[src/rtl/timer_defines.svh]
`ifndef TIMER_DEFINES_SVH
`define TIMER_DEFINES_SVH

// Register byte addresses
`define ADDR_MODE_CTRL     8'ha0
`define ADDR_COUNT_LOW     8'ha1
`define ADDR_COUNT_HIGH    8'ha2
`define ADDR_EDGE_CTRL     8'hbf
`define ADDR_IRQ_STATUS    8'hc0
`define ADDR_IRQ_CLEAR     8'hc1
`define ADDR_IRQ_MASK      8'hc2
`define ADDR_CONVERTER     8'hc3

// Mode register field positions
`define MODE_BIT_ENABLE    7
`define MODE_RATE_MSB      6
`define MODE_RATE_LSB      4
`define MODE_BIT_SOURCE    3
`define MODE_BIT_IRQ_EN    1
`define MODE_BIT_IRQ_FLAG  0

// Edge and width control field positions
`define EDGE_BIT_PIN_HI    4
`define EDGE_BIT_PIN_LO    3
`define EDGE_BIT_WIDTH_EN  1
`define EDGE_BIT_DIRECTION 0

// Interrupt status bit positions
`define IRQ_BIT_OVERFLOW   0
`define IRQ_BIT_PULSE_DONE 1
`define IRQ_BIT_EDGE_SEEN  2
`define IRQ_STATUS_BITS    3

// Reset values
`define MODE_RESET         8'h00
`define EDGE_RESET         8'h10
`define COUNT_RESET        16'h0000
`define BYTE_RESET         8'h00

// Prescaler: divide by 256 at code 0, halving per step
`define PRESCALE_WIDTH     8
`define PRESCALE_FULL_MASK 8'hff

`endif

[src/rtl/timer_pkg.sv]
package timer_pkg;

  // Mode register layout
  typedef struct packed {
    logic       countEnable;
    logic [2:0] prescaleSelect;
    logic       countSourceSelect;
    logic       unused;
    logic       irqEnable;
    logic       irqFlag;
  } mode_reg_t;

  // Edge and width control layout
  typedef struct packed {
    logic [2:0] unusedHigh;
    logic       port0Pin0EdgeHi;
    logic       port0Pin0EdgeLo;
    logic       unusedMid;
    logic       pulseWidthEnable;
    logic       edgeDirection;
  } edge_ctrl_t;

  // Pulse width measurement states
  typedef enum logic [1:0] {
    PW_ARM  = 2'b00,
    PW_RUN  = 2'b01,
    PW_DONE = 2'b10
  } pulse_state_t;

endpackage

[src/rtl/edge_sync_detect.sv]
`timescale 1ns/1ps
`default_nettype none
module edge_sync_detect #(
  parameter int WIDTH  = 2,
  parameter int STAGES = 2
) (
  input  wire logic             clk_sys,  // System clock
  input  wire logic             resetn,   // Async reset, active low
  input  wire logic [WIDTH-1:0] sigIn,    // Asynchronous inputs
  output logic      [WIDTH-1:0] sigRise,  // One-cycle rising edge pulse
  output logic      [WIDTH-1:0] sigFall   // One-cycle falling edge pulse
);

  // Refuse a chain too short to settle metastability
  if (STAGES < 2) begin : g_bad_stages
    $error("edge_sync_detect needs at least two stages");
  end

  genvar i;
  for (i = 0; i < WIDTH; i++) begin : g_bit
    logic [STAGES-1:0] syncChain;
    logic              prevLevel;

    // Synchroniser chain; first flop feeds only the second
    always_ff @(posedge clk_sys or negedge resetn) begin
      if (!resetn) begin
        syncChain <= '0;
        prevLevel <= 1'b0;
      end else begin
        syncChain <= {syncChain[STAGES-2:0], sigIn[i]};
        prevLevel <= syncChain[STAGES-1];
      end
    end

    // One pulse per settled edge
    assign sigRise[i] = syncChain[STAGES-1] & ~prevLevel;
    assign sigFall[i] = ~syncChain[STAGES-1] & prevLevel;
  end

endmodule
`default_nettype wire

[src/rtl/sixteen_bit_timer_event_counter.sv]
// Notes on behaviour
// RULE1 - Count up over 16 bits; wrap FFFF to 0000 keeps counting, sets flag.
// RULE2 - Counter advances only while mode bit 7 enable is one.
// RULE3 - Rate field bits 6:4 divides CPU clock, 256 at 000 to 2 at 111.
// RULE4 - Source bit 3 zero: CPU clock; one: pin or oscillator by converter enable.
// RULE5 - Interrupt reaches the processor only while mode bit 1 is one; here an unmasked status bit also drives irq whatever bit 1 holds.
// RULE6 - Mode bit 0 reads one while an interrupt request is pending.
// RULE7 - Event mode counts falling edges at direction zero, rising at one.
// RULE8 - Edge register bit 1 enables width measuring; direction picks high or low.
// RULE9 - Software keeps source bit zero while width measuring is enabled.
// RULE10 - High pulse: rise starts, fall stops; low pulse: fall starts, rise stops.
// RULE11 - Pulse end stops counter, holds value, sets flag; clearing flag rearms.
// RULE12 - Overflow comes after 65536 minus preset input clocks.
// RULE13 - Reading high byte returns it and copies low byte into its latch.
// RULE14 - Software reads high byte before low byte for a coherent value.
// RULE15 - Writing high byte loads it with latched low byte into the counter.
// RULE16 - Software writes low byte before high byte when presetting.
// RULE17 - Writing low byte alone updates only the latch, not the counter.
// RULE18 - Pin and oscillator are synchronised; each edge gives one count pulse.
// RULE19 - Hardware only sets the flag; a same-cycle set wins over a clear.
//
// The plain strobed port was chosen for this implementation.
`timescale 1ns/1ps
`default_nettype none
`include "timer_defines.svh"
module sixteen_bit_timer_event_counter #(
  parameter int COUNT_WIDTH = 16,
  parameter int SYNC_STAGES = 2
) (
  input  wire logic       clk_sys,             // System clock, 100 MHz
  input  wire logic       resetn,              // Async reset, active low
  input  wire logic [7:0] busAddr,             // Register address
  input  wire logic [7:0] busWdata,            // Write data
  input  wire logic       busWrite,            // Write strobe
  input  wire logic       busRead,             // Read strobe
  output logic      [7:0] busRdata,            // Read data, cycle after strobe
  input  wire logic       externalCountInput,  // External event pin
  input  wire logic       resistanceOscillator,// Converter oscillator output
  output logic            irq                  // Level interrupt output
);

  // The byte-pair access scheme only serves a 16-bit counter
  if (COUNT_WIDTH != 16) begin : g_bad_width
    $error("counter width must be 16 for the byte-pair interface");
  end

  localparam int PW = `PRESCALE_WIDTH;
  localparam int SB = `IRQ_STATUS_BITS;
  localparam logic [7:0] MODE_INIT = `MODE_RESET;

  // Register state
  timer_pkg::mode_reg_t    modeReg;
  logic                    countEnableReg;
  logic [2:0]              prescaleSelectReg;
  logic                    countSourceReg;
  logic                    irqEnableReg;
  logic                    irqFlagReg;
  timer_pkg::edge_ctrl_t   edgeReg;
  timer_pkg::pulse_state_t pulseState;
  timer_pkg::pulse_state_t pulseNext;
  logic [15:0]             counterReg;
  logic [7:0]              lowLatchReg;
  logic                    converterEnableReg;
  logic [SB-1:0]           statusReg;
  logic [SB-1:0]           statusMaskReg;
  logic [PW-1:0]           divCountReg;
  logic [7:0]              readDataReg;

  // Decoded accesses
  logic wrMode;
  logic wrLow;
  logic wrHigh;
  logic wrEdge;
  logic wrStatusClear;
  logic wrMask;
  logic wrConverter;
  logic rdHigh;

  // Datapath terms
  logic [PW-1:0] rateMask;
  logic          prescaleTick;
  logic [1:0]    edgeRise;
  logic [1:0]    edgeFall;
  logic          measRise;
  logic          measFall;
  logic          eventEdge;
  logic          pulseMode;
  logic          startEdge;
  logic          stopEdge;
  logic          countTick;
  logic          overflowEvent;
  logic          pulseDoneEvent;
  logic          edgeCountEvent;
  logic [SB-1:0] statusSet;

  // Address decode of the strobes
  assign wrMode        = busWrite && (busAddr == `ADDR_MODE_CTRL);
  assign wrLow         = busWrite && (busAddr == `ADDR_COUNT_LOW);
  assign wrHigh        = busWrite && (busAddr == `ADDR_COUNT_HIGH);
  assign wrEdge        = busWrite && (busAddr == `ADDR_EDGE_CTRL);
  assign wrStatusClear = busWrite && (busAddr == `ADDR_IRQ_CLEAR);
  assign wrMask        = busWrite && (busAddr == `ADDR_IRQ_MASK);
  assign wrConverter   = busWrite && (busAddr == `ADDR_CONVERTER);
  assign rdHigh        = busRead && (busAddr == `ADDR_COUNT_HIGH);

  // Pin and oscillator synchronised; bit 0 pin, bit 1 oscillator
  // Edges reach the counter three cycles after a pin moves
  edge_sync_detect #(
    .WIDTH  (2),
    .STAGES (SYNC_STAGES)
  ) u_edges (
    .clk_sys (clk_sys),
    .resetn  (resetn),
    .sigIn   ({resistanceOscillator, externalCountInput}),
    .sigRise (edgeRise),
    .sigFall (edgeFall)
  ); // [RULE18]

  // Measured input picked by the converter enable
  assign measRise = converterEnableReg ? edgeRise[1] : edgeRise[0]; // [RULE4]
  assign measFall = converterEnableReg ? edgeFall[1] : edgeFall[0]; // [RULE4]

  // Event edge by direction: zero falling, one rising
  assign eventEdge = edgeReg.edgeDirection ? measRise : measFall; // [RULE7]
  assign pulseMode = edgeReg.pulseWidthEnable; // [RULE8]

  // Start and stop edges of the measured pulse
  always_comb begin
    if (edgeReg.edgeDirection) begin
      startEdge = measFall; // [RULE10]
      stopEdge  = measRise; // [RULE10]
    end else begin
      startEdge = measRise; // [RULE10]
      stopEdge  = measFall; // [RULE10]
    end
  end

  // Prescale mask: all ones at code 000, one bit at code 111
  assign rateMask     = `PRESCALE_FULL_MASK >> modeReg.prescaleSelect; // [RULE3]
  assign prescaleTick = (divCountReg & rateMask) == rateMask; // [RULE3]

  // Prescale divider runs only while counting is enabled
  // Restarting at enable makes the first tick a full period after it
  always_ff @(posedge clk_sys or negedge resetn) begin
    if (!resetn) begin
      divCountReg <= '0;
    end else if (!modeReg.countEnable) begin
      divCountReg <= '0;
    end else begin
      divCountReg <= divCountReg + 1'b1;
    end
  end

  // Count enable pulse from the selected source
  always_comb begin
    countTick      = 1'b0;
    edgeCountEvent = 1'b0;
    if (modeReg.countEnable) begin // [RULE2]
      if (pulseMode) begin
        countTick = (pulseState == timer_pkg::PW_RUN) && prescaleTick; // [RULE8]
      end else if (!modeReg.countSourceSelect) begin
        countTick = prescaleTick; // [RULE4]
      end else begin
        countTick      = eventEdge; // [RULE7]
        edgeCountEvent = countTick;
      end
    end
  end

  // Wrap from all ones to zero
  // Counting carries on past the wrap; the flag and the overflow status bit record it
  assign overflowEvent = countTick && (counterReg == 16'hffff); // [RULE1]

  // Pulse measurement sequencing
  // A start edge is refused while the flag still holds the last result
  always_comb begin
    pulseNext      = pulseState;
    pulseDoneEvent = 1'b0;
    if (!pulseMode || !modeReg.countEnable) begin
      pulseNext = timer_pkg::PW_ARM;
    end else begin
      unique case (pulseState)
        timer_pkg::PW_ARM: begin
          if (!modeReg.irqFlag && startEdge) begin
            pulseNext = timer_pkg::PW_RUN; // [RULE10]
          end
        end
        timer_pkg::PW_RUN: begin
          if (stopEdge) begin
            pulseNext      = timer_pkg::PW_DONE; // [RULE11]
            pulseDoneEvent = 1'b1; // [RULE11]
          end
        end
        timer_pkg::PW_DONE: begin
          if (!modeReg.irqFlag) begin
            pulseNext = timer_pkg::PW_ARM; // [RULE11]
          end
        end
        default: begin
          pulseNext = timer_pkg::PW_ARM;
        end
      endcase
    end
  end

  // Pulse state register
  always_ff @(posedge clk_sys or negedge resetn) begin
    if (!resetn) begin
      pulseState <= timer_pkg::PW_ARM;
    end else begin
      pulseState <= pulseNext;
    end
  end

  // Sixteen-bit counter: software load first, else count
  // A high-byte write wins over a same-cycle tick so a preset is never lost
  always_ff @(posedge clk_sys or negedge resetn) begin
    if (!resetn) begin
      counterReg <= `COUNT_RESET;
    end else if (wrHigh) begin
      counterReg <= {busWdata, lowLatchReg}; // [RULE15] [RULE12]
    end else if (countTick) begin
      counterReg <= counterReg + 16'h0001; // [RULE1] [RULE12]
    end
  end

  // Low byte holding latch
  always_ff @(posedge clk_sys or negedge resetn) begin
    if (!resetn) begin
      lowLatchReg <= `BYTE_RESET;
    end else if (wrLow) begin
      lowLatchReg <= busWdata; // [RULE17]
    end else if (rdHigh) begin
      lowLatchReg <= counterReg[7:0]; // [RULE13]
    end
  end

  // Mode register fields other than the request flag
  always_ff @(posedge clk_sys or negedge resetn) begin
    if (!resetn) begin
      countEnableReg    <= MODE_INIT[`MODE_BIT_ENABLE];
      prescaleSelectReg <= MODE_INIT[`MODE_RATE_MSB:`MODE_RATE_LSB];
      countSourceReg    <= MODE_INIT[`MODE_BIT_SOURCE];
      irqEnableReg      <= MODE_INIT[`MODE_BIT_IRQ_EN];
    end else if (wrMode) begin
      countEnableReg    <= busWdata[`MODE_BIT_ENABLE]; // [RULE2]
      prescaleSelectReg <= busWdata[`MODE_RATE_MSB:`MODE_RATE_LSB]; // [RULE3]
      countSourceReg    <= busWdata[`MODE_BIT_SOURCE]; // [RULE4]
      irqEnableReg      <= busWdata[`MODE_BIT_IRQ_EN]; // [RULE5]
    end
  end

  // Mode view as software reads it; bit 2 has no storage and reads zero.
  // Each field keeps its own flop so that only one process drives it.
  assign modeReg = {countEnableReg, prescaleSelectReg, countSourceReg, 1'b0,
                    irqEnableReg, irqFlagReg}; // [RULE6]

  // Request flag: hardware sets, software writes, set wins
  // Writing a one raises the flag by hand, as software may wish
  always_ff @(posedge clk_sys or negedge resetn) begin
    if (!resetn) begin
      irqFlagReg <= MODE_INIT[`MODE_BIT_IRQ_FLAG];
    end else if (overflowEvent || pulseDoneEvent) begin
      irqFlagReg <= 1'b1; // [RULE19] [RULE1] [RULE11]
    end else if (wrMode) begin
      irqFlagReg <= busWdata[`MODE_BIT_IRQ_FLAG]; // [RULE19]
    end
  end

  // Edge and width control register
  // Pin edge bits are stored for software only and steer nothing here
  always_ff @(posedge clk_sys or negedge resetn) begin
    if (!resetn) begin
      edgeReg <= `EDGE_RESET;
    end else if (wrEdge) begin
      edgeReg.unusedHigh       <= 3'h0;
      edgeReg.port0Pin0EdgeHi  <= busWdata[`EDGE_BIT_PIN_HI];
      edgeReg.port0Pin0EdgeLo  <= busWdata[`EDGE_BIT_PIN_LO];
      edgeReg.unusedMid        <= 1'b0;
      edgeReg.pulseWidthEnable <= busWdata[`EDGE_BIT_WIDTH_EN]; // [RULE8]
      edgeReg.edgeDirection    <= busWdata[`EDGE_BIT_DIRECTION]; // [RULE7]
    end
  end

  // Converter enable selects the oscillator as external source
  always_ff @(posedge clk_sys or negedge resetn) begin
    if (!resetn) begin
      converterEnableReg <= 1'b0;
    end else if (wrConverter) begin
      converterEnableReg <= busWdata[0];
    end
  end

  // Sticky status events
  always_comb begin
    statusSet                      = '0;
    statusSet[`IRQ_BIT_OVERFLOW]   = overflowEvent;
    statusSet[`IRQ_BIT_PULSE_DONE] = pulseDoneEvent;
    statusSet[`IRQ_BIT_EDGE_SEEN]  = edgeCountEvent;
  end

  // Status bits: clear by writing ones, a new event wins
  always_ff @(posedge clk_sys or negedge resetn) begin
    if (!resetn) begin
      statusReg <= '0;
    end else begin
      statusReg <= (statusReg & ~({SB{wrStatusClear}} & busWdata[SB-1:0])) | statusSet;
    end
  end

  // Status enable mask
  always_ff @(posedge clk_sys or negedge resetn) begin
    if (!resetn) begin
      statusMaskReg <= '0;
    end else if (wrMask) begin
      statusMaskReg <= busWdata[SB-1:0];
    end
  end

  // Interrupt line: gated request flag or enabled status bit
  assign irq = (modeReg.irqFlag && modeReg.irqEnable) // [RULE5]
             || |(statusReg & statusMaskReg);

  // Read data stands only in the cycle after the strobe
  // Idle cycles return zero so a stale byte is never taken for data
  always_ff @(posedge clk_sys or negedge resetn) begin
    if (!resetn) begin
      readDataReg <= `BYTE_RESET;
    end else if (!busRead) begin
      readDataReg <= `BYTE_RESET;
    end else begin
      unique case (busAddr)
        `ADDR_MODE_CTRL:  readDataReg <= modeReg; // [RULE6]
        `ADDR_COUNT_LOW:  readDataReg <= lowLatchReg;
        `ADDR_COUNT_HIGH: readDataReg <= counterReg[15:8]; // [RULE13]
        `ADDR_EDGE_CTRL:  readDataReg <= edgeReg;
        `ADDR_IRQ_STATUS: readDataReg <= {{(8-SB){1'b0}}, statusReg};
        `ADDR_IRQ_MASK:   readDataReg <= {{(8-SB){1'b0}}, statusMaskReg};
        `ADDR_CONVERTER:  readDataReg <= {7'h00, converterEnableReg};
        default:          readDataReg <= `BYTE_RESET;
      endcase
    end
  end

  assign busRdata = readDataReg;

endmodule
`default_nettype wire

[config.mk]
export PLATFORM = sky130hd
export DESIGN_NAME = sixteen_bit_timer_event_counter
export DESIGN_NICKNAME = d
export VERILOG_FILES = /design/src/rtl/timer_pkg.sv /design/src/rtl/edge_sync_detect.sv /design/src/rtl/sixteen_bit_timer_event_counter.sv
export VERILOG_INCLUDE_DIRS = /design/src /design/src/rtl
export SDC_FILE = /design/constraint.sdc
export NUM_CORES = 1
export LEC_CHECK = 0
export BUFFER_PORTS_ARGS = -buffer_cell sky130_fd_sc_hd__buf_4
export CAP_MARGIN = 40
export CORE_UTILIZATION = 50
export CTS_CLUSTER_SIZE = 24
export DETAILED_ROUTE_END_ITERATION = 8
export GPL_ROUTABILITY_DRIVEN = 0
export HOLD_SLACK_MARGIN = 0.03
export PLACE_DENSITY = 0.69
export REMOVE_ABC_BUFFERS = 1
export SLEW_MARGIN = 15
export SYNTH_ARGS = -nofsm -noshare
export SYNTH_HDL_FRONTEND = slang
export SYNTH_SLANG_ARGS = --single-unit
[constraint.sdc]
create_clock -name clk_sys -period 2.3 [get_ports clk_sys]
set_input_delay 0 -clock clk_sys [delete_from_list [all_inputs] [get_ports clk_sys]]
set_output_delay 0 -clock clk_sys [all_outputs]
set_load 0.05 [all_outputs]
==> results.yml, run 1 <==
outcome:
  status: "finished, violations left"
  violations: "DRC"
layout:
  final-instance-count-excl-fill: 487
  syn_to_final_growth_pct: 23.1
  drive_gt1_frac: 0.195
  fin_area_um2: 4200
  num-fill-cells: 533
  diodes: 0
  layout.nets: 429
  final_core_util: 0.651
die:
  rows: 29
  die_x_um: 84.6
  core_area_um2: 6460
  ios: 31
  start_util: 0.529
  dieArea_um2: 7160
  die_y_um: 84.6
sta:
  finalCriticalPeriod_ns: 2.25
  slew_headroom: 0.570
  slew_viol_final: 0
  hold_viol: 0
  clock_skew_ns: 0.0127
  rsz0062_at_grt: "yes"
  hold-worst-slack_ns: 0.0570
  fmax_mhz: 445
  tightest_slew_ns: 0.635
  setup_viol: 0
  fin_crit_sh: 0.978
critical_path:
  crit_required_ns: 2.58
  end_kind: "register"
  endpoint: "irqFlagReg$_DFFE_PN0P_"
  startpoint: "prescaleSelectReg[1]$_DFFE_PN0P_"
  cpPeakStageDelay_ns: 0.44
  crit_chain: "o21ai_1 > a2111o_1 > o32a_1 > buf_12 > nor4_1 > buf_4 > or3_1"
  crit_family: "compound AO/OA/AOI/OAI gates"
  reg2regPathDepth: 7
  timing.rr.end: "irqFlagReg$_DFFE_PN0P_"
  cp_data_arrival_time_ns: 2.53
  r2r_slack_ns: 0.05
  reg2reg_from: "prescaleSelectReg[1]$_DFFE_PN0P_"
  critical_path_class: "reg2reg"
  slowest_stage: "a2111o_1"
  crit_fanout: 13
  start_kind: "register"
  critPathBufInv: 2
  cp.depth: 7
pwr:
  ir_drop_mv: 0.364
  p_per_area_nw_per_um2: 599
  p_leak_nw: 1.94
clocking:
  insertion_delay_ns: 0.34
  cts_made_buffers: 9
  cts_tree: "built"
  htree_levels: 3
  clock-sinks: 66
  cts_root_buf: "clkbuf_8"
  clockBufferDepth: 2
  clk_pin_slew_worst_paths_ns: 0.08
yosys:
  netlist.area_leader.share: 0.476
  yosysTopAreaCell: "dfrtp_1"
  syn_inst: 342
  synth_seq_cells: 66
  synth_area_leaders: "dfrtp_1, mux2i_1, mux2_1, nor2_1, a31oi_1"
  synth-edff-count: 0
  synth_area_um2: 3410
  ys.flop_type: "dfrtp_1"
  yosys_warnings: 0
  synth.distinct_cells: 53
  yosysSeqAreaShare: 0.484
  synth.avg_cell_area_um2: 9.98
  synth-async-reset-ratio: 1.00
placed_design:
  port_buffers: 30
  place_area_um2: 3780
  dp.cells: 448
  dp_hpwl_um: 5740
grt:
  grt_first_pass_wirelength_um: 14100
  grt_use_total: 0.255
  grt-ovfl-total: 0
  first_global_vias: 2786
  antenna_found_initial: 0
  grt_max_degree: 67
route:
  dr.pass1.iters: 7
  drc_errors: 3
  via_per_inst: 5.98
  drtIter0Drc: 209
  ant_nets: 0
  totalWireLength_um: 8640
  vias: 2914
  wl_per_cell_um: 17.7
job:
  drv_cap: 0
hold_path:
  hp-class: "in2async"
==> metrics by stage <==
stage / setup TNS [ns] / setup WS, ns / total power, mW
after floorplan: 0 / 0.0226 / 1.49
after global placement: 0 / 0.0775 / 1.63
after detailed placement: 0 / 0.0515 / 1.64
after CTS: 0 / 0.0206 / 2.52
after global routing: -0.0460 / -0.0310 / 2.65
final: 0 / 0.0514 / 2.52
==> cells by family after synthesis <==
logic type	share of synthesized area
adder cells (fa/ha/maj)	0.0103
flip-flops	0.484
multiplexers	0.113
XOR/XNOR	0.0180
AND/OR/NAND/NOR	0.221
buffers and inverters	0.0165
AO/OA/AOI/OAI	0.137
==> layout make-up <==
cell class              count  area [um2]  area share
flip-flops and latches     66        1660       0.394
clock buffers              11         141      0.0336
multi-input cells         262        1710       0.407
clock inverters             5        30.0     0.00714
well taps                  77        96.3      0.0229
inverters                   2        7.51     0.00179
repair buffers             64         561       0.133
==> sequential cells by signal, indices dropped and copies added, names as in the netlist <==
signal / cells
pulseMode: 1
converterEnableReg: 1
pulseState: 2
statusMaskReg: 3
countSourceReg: 1
lowLatchReg: 8
u_edges.g_bit.prevLevel: 2
irqFlagReg: 1
counterReg: 16
busRdata: 8
divCountReg: 8
countEnableReg: 1
edgeReg: 3
u_edges.g_bit.syncChain: 4
irqEnableReg: 1
prescaleSelectReg: 3
statusReg: 3
==> worst reg2reg max path: stages (launching register included) <==
cell and delay, ns:
dfrtp_2 0.41, o21ai_1 0.08, a2111o_1 0.44, o32a_1 0.40, buf_12 0.16, nor4_1 0.42, buf_4 0.20, or3_1 0.09
==> how the worst min path moves through the flow <==
stage,startpoint,end,slack (ns)
final,resetn,busRdata[1]$_DFF_PN0_,0.06
after global placement,externalCountInput,u_edges.g_bit[0].syncChain[0]$_DFF_PN0_,0.11
after detailed placement,resistanceOscillator,u_edges.g_bit[1].syncChain[0]$_DFF_PN0_,0.11
after floorplan,resetn,busRdata[0]$_DFF_PN0_,-0.30
after CTS,busRead,busRdata[6]$_DFF_PN0_,0.05
after global routing,resetn,busRdata[1]$_DFF_PN0_,0.05
==> synthesized netlist by cell type (4+ instances only) <==
cell / instances
o21ai_1: 8
and2_1: 10
nand2_1: 28
nor2_1: 36
nor3_1: 5
o31ai_1: 6
and3_1: 10
clkbuf_1: 8
or4_1: 6
a31oi_1: 17
or3_1: 7
a21oi_1: 19
mux2_2: 4
dfrtp_1: 65
mux2_1: 13
xnor2_1: 4
nor2b_1: 7
mux2i_1: 15
nand2b_1: 6
nand3_1: 19
==> report_power, final <==
part,internal [mW],switching [mW],total [mW]
registers,1.22,0.0719,1.30
clock network,0.415,0.451,0.866
logic,0.154,0.202,0.357
total,1.79,0.725,2.52
==> placed cells by master (no fill, tap or decap), types with 7 or more instances in the layout <==
| cell | netlist | final |
|---|---|---|
| nand2_1 | 28 | 28 |
| and3_1 | 10 | 10 |
| nor2b_1 | 7 | 7 |
| o21ai_1 | 8 | 8 |
| mux2_1 | 13 | 13 |
| nor2_1 | 36 | 36 |
| dfrtp_1 | 65 | 63 |
| or3_1 | 7 | 7 |
| dlygate4sd3_1 | 0 | 12 |
| buf_4 | 0 | 49 |
| a21oi_1 | 19 | 19 |
| a31oi_1 | 17 | 17 |
| mux2i_1 | 15 | 15 |
| and2_1 | 10 | 10 |
| clkbuf_8 | 0 | 10 |
| nand3_1 | 19 | 19 |
==> timing repair <==
item | CTS | global route
buffers inserted | 0 | 9
endpoints found under the setup margin | 0 | 8
resized for setup | 0 | 3
hold buffers | 12 | 0
endpoints found under the hold margin | 98 | 0
==> routing by layer <==
layer | GRT usage | wire, um
met5 | 0 | 0
met4 | 0.0894 | 136
met3 | 0.0610 | 478
met2 | 0.385 | 4090
met1 | 0.361 | 3940
Note: power is estimated with default switching activity, not from simulation.
==> inputs of run 2 (changes only) <==
Settings changed: PLACE_DENSITY 0.69 to 0.72.
Clock period 2.3 ns to 1.97 ns, I/O delays scaled along.
==> run 2 against run 1 <==
The run ends with DRC, setup timing left. Non-clock buffer count increased by 24. Clock-buffer cell count decreased by 1. Maximum frequency fell by 0.62%. Sequential power is 16% higher. Final cell count grew 4.9%. Power increased by 25%. Clock skew fell by 0.00053 ns.
==> results.yml, run 2 (synthesized netlist as in run 1, its figures left out) <==
die:
  core_area_um2: 6460
  dieArea_um2: 7160
  rows: 29
  die_x_um: 84.6
  die_y_um: 84.6
  ios: 31
  start_util: 0.529
layout:
  drive_gt1_frac: 0.263
  diodes: 0
  layout.nets: 453
  largest_reg_flops: 16
  mostFrequentLayoutCell: "buf_4"
  syn_to_final_growth_pct: 32.1
  final-instance-count-excl-fill: 511
  layout_common_cells: "buf_4, dfrtp_1, nor2_1"
  final_core_util: 0.698
  largest-register: "counterReg"
clocking:
  cts_tree: "built"
  clockBufferDepth: 2
  clk_pin_slew_worst_paths_ns: 0.08
  insertion_delay_ns: 0.34
  htree_levels: 3
  cts_made_buffers: 9
  cts_root_buf: "clkbuf_8"
  clock-sinks: 66
critical_path:
  end_kind: "register"
  slowest_stage: "or4_1"
  timing.rr.end: "counterReg[13]$_DFFE_PN0P_"
  crit_chain: "nor2b_1 > a2111o_1 > o32a_1 > buf_12 > or4_1 > a31oi_1"
  cp.depth: 6
  cpPeakStageDelay_ns: 0.47
  reg2reg_from: "countSourceReg$_DFFE_PN0P_"
  critical_path_class: "reg2reg"
  r2r_slack_ns: -0.29
  cp_data_arrival_time_ns: 2.52
  crit_fanout: 8
  startpoint: "countSourceReg$_DFFE_PN0P_"
  crit_family: "compound AO/OA/AOI/OAI gates"
  endpoint: "counterReg[13]$_DFFE_PN0P_"
  reg2regPathDepth: 6
  start_kind: "register"
  crit_required_ns: 2.23
  critPathBufInv: 1
outcome:
  status: "finished, violations left"
  violations: "DRC, setup timing"
route:
  ant_nets: 0
  via_per_inst: 6.15
  totalWireLength_um: 9020
  drtIter0Drc: 246
  wl_per_cell_um: 17.6
  dr.pass1.iters: 7
  drc_errors: 4
  vias: 3141
sta:
  hold_viol: 0
  fin_crit_sh: 1.15
  clock_skew_ns: 0.0122
  rsz0062_at_grt: "yes"
  slew_headroom: 0.533
  hold-worst-slack_ns: 0.0382
  fin_ws_ns: -0.293
  finalCriticalPeriod_ns: 2.26
  fmax_mhz: 442
  setup_viol: 18
  tns_ns: -4.06
  slew_viol_final: 0
  tightest_slew_ns: 0.689
hold_path:
  hp-class: "in2reg"
placed_design:
  dp.cells: 470
  port_buffers: 30
  dp_hpwl_um: 5970
grt:
  grt-ovfl-total: 0
  first_global_vias: 3160
  grt_first_pass_wirelength_um: 15000
  grt_max_degree: 67
  grt_use_total: 0.268
  antenna_found_initial: 0
job:
  drv_cap: 0
pwr:
  p_leak_nw: 2.12
  ir_drop_mv: 0.633
  p_per_area_nw_per_um2: 700
  power_mw: 3.15
[run 2: cell types whose count changed in the layout (fill, tap and decap cells not counted), moves of 2 or more]
cell / previous run / this run
buf_4: 49 / 69
buf_6: 0 / 3
clkinv_2: 3 / 1
nand2b_1: 5 / 3
nand2b_4: 1 / 3
nor4_1: 2 / 0
nor4_4: 0 / 2
o31ai_1: 6 / 4
o31ai_2: 0 / 2
[run 2: where the power goes]
group / switching, mW / total [mW] / internal [mW]
combinational: 0.273 / 0.485 / 0.213
clock: 0.545 / 1.16 / 0.618
sequential: 0.0775 / 1.51 / 1.43
[run 2: per-stage QoR]
step | setup WS [ns] | instance area (um2)
after floorplan | -0.307 | 3370
after global placement | -0.210 | 3950
after detailed placement | -0.246 | 3950
after CTS | -0.237 | 4440
after global routing | -0.345 | 4510
final | -0.293 | 4510
[run 2: area by class of cell]
type | count | area [um2]
Tap cell | 77 | 96.3
Timing Repair Buffer | 88 | 762
Clock inverter | 6 | 66.3
Fill cell | 502 | 1950
Inverter | 2 | 7.51
Multi-Input combinational cell | 262 | 1790
Clock buffer | 10 | 138
Sequential cell | 66 | 1650
[run 2: what timing repair did]
item	4_1_cts	5_1_grt
hold buffers	11	1
setup endpoints to repair	18	18
hold endpoints to repair	99	3
pin swaps	24	15
gates cloned	1	0
setup buffers	12	0
resized for setup	15	6
[run 2: how the worst min path moves through the flow]
stage / from / to / slack (ns) / cells after the start
after global placement: externalCountInput / u_edges.g_bit[0].syncChain[0]$_DFF_PN0_ / 0.11 / 1
after global routing: busWrite / converterEnableReg$_DFFE_PN0P_ / 0.03 / 3
after floorplan: resetn / busRdata[0]$_DFF_PN0_ / -0.30 / 0
after CTS: busWrite / converterEnableReg$_DFFE_PN0P_ / 0.03 / 3
after detailed placement: resistanceOscillator / u_edges.g_bit[1].syncChain[0]$_DFF_PN0_ / 0.11 / 1
final: busWrite / converterEnableReg$_DFFE_PN0P_ / 0.04 / 3
[run 2: routing by layer]
metal,part of all wire,global-route usage,routed length [um]
met3,0.065,0.0423,585
met1,0.44,0.359,3950
met4,0.025,0.119,228
met2,0.47,0.433,4250
met5,0,0,0
[run 2: worst reg2reg max path, cell delays in order (launching register included)]
cell and delay (ns):
dfrtp_1 0.38, nor2b_1 0.15, a2111o_1 0.44, o32a_1 0.41, buf_12 0.16, or4_1 0.47
a31oi_1 0.17
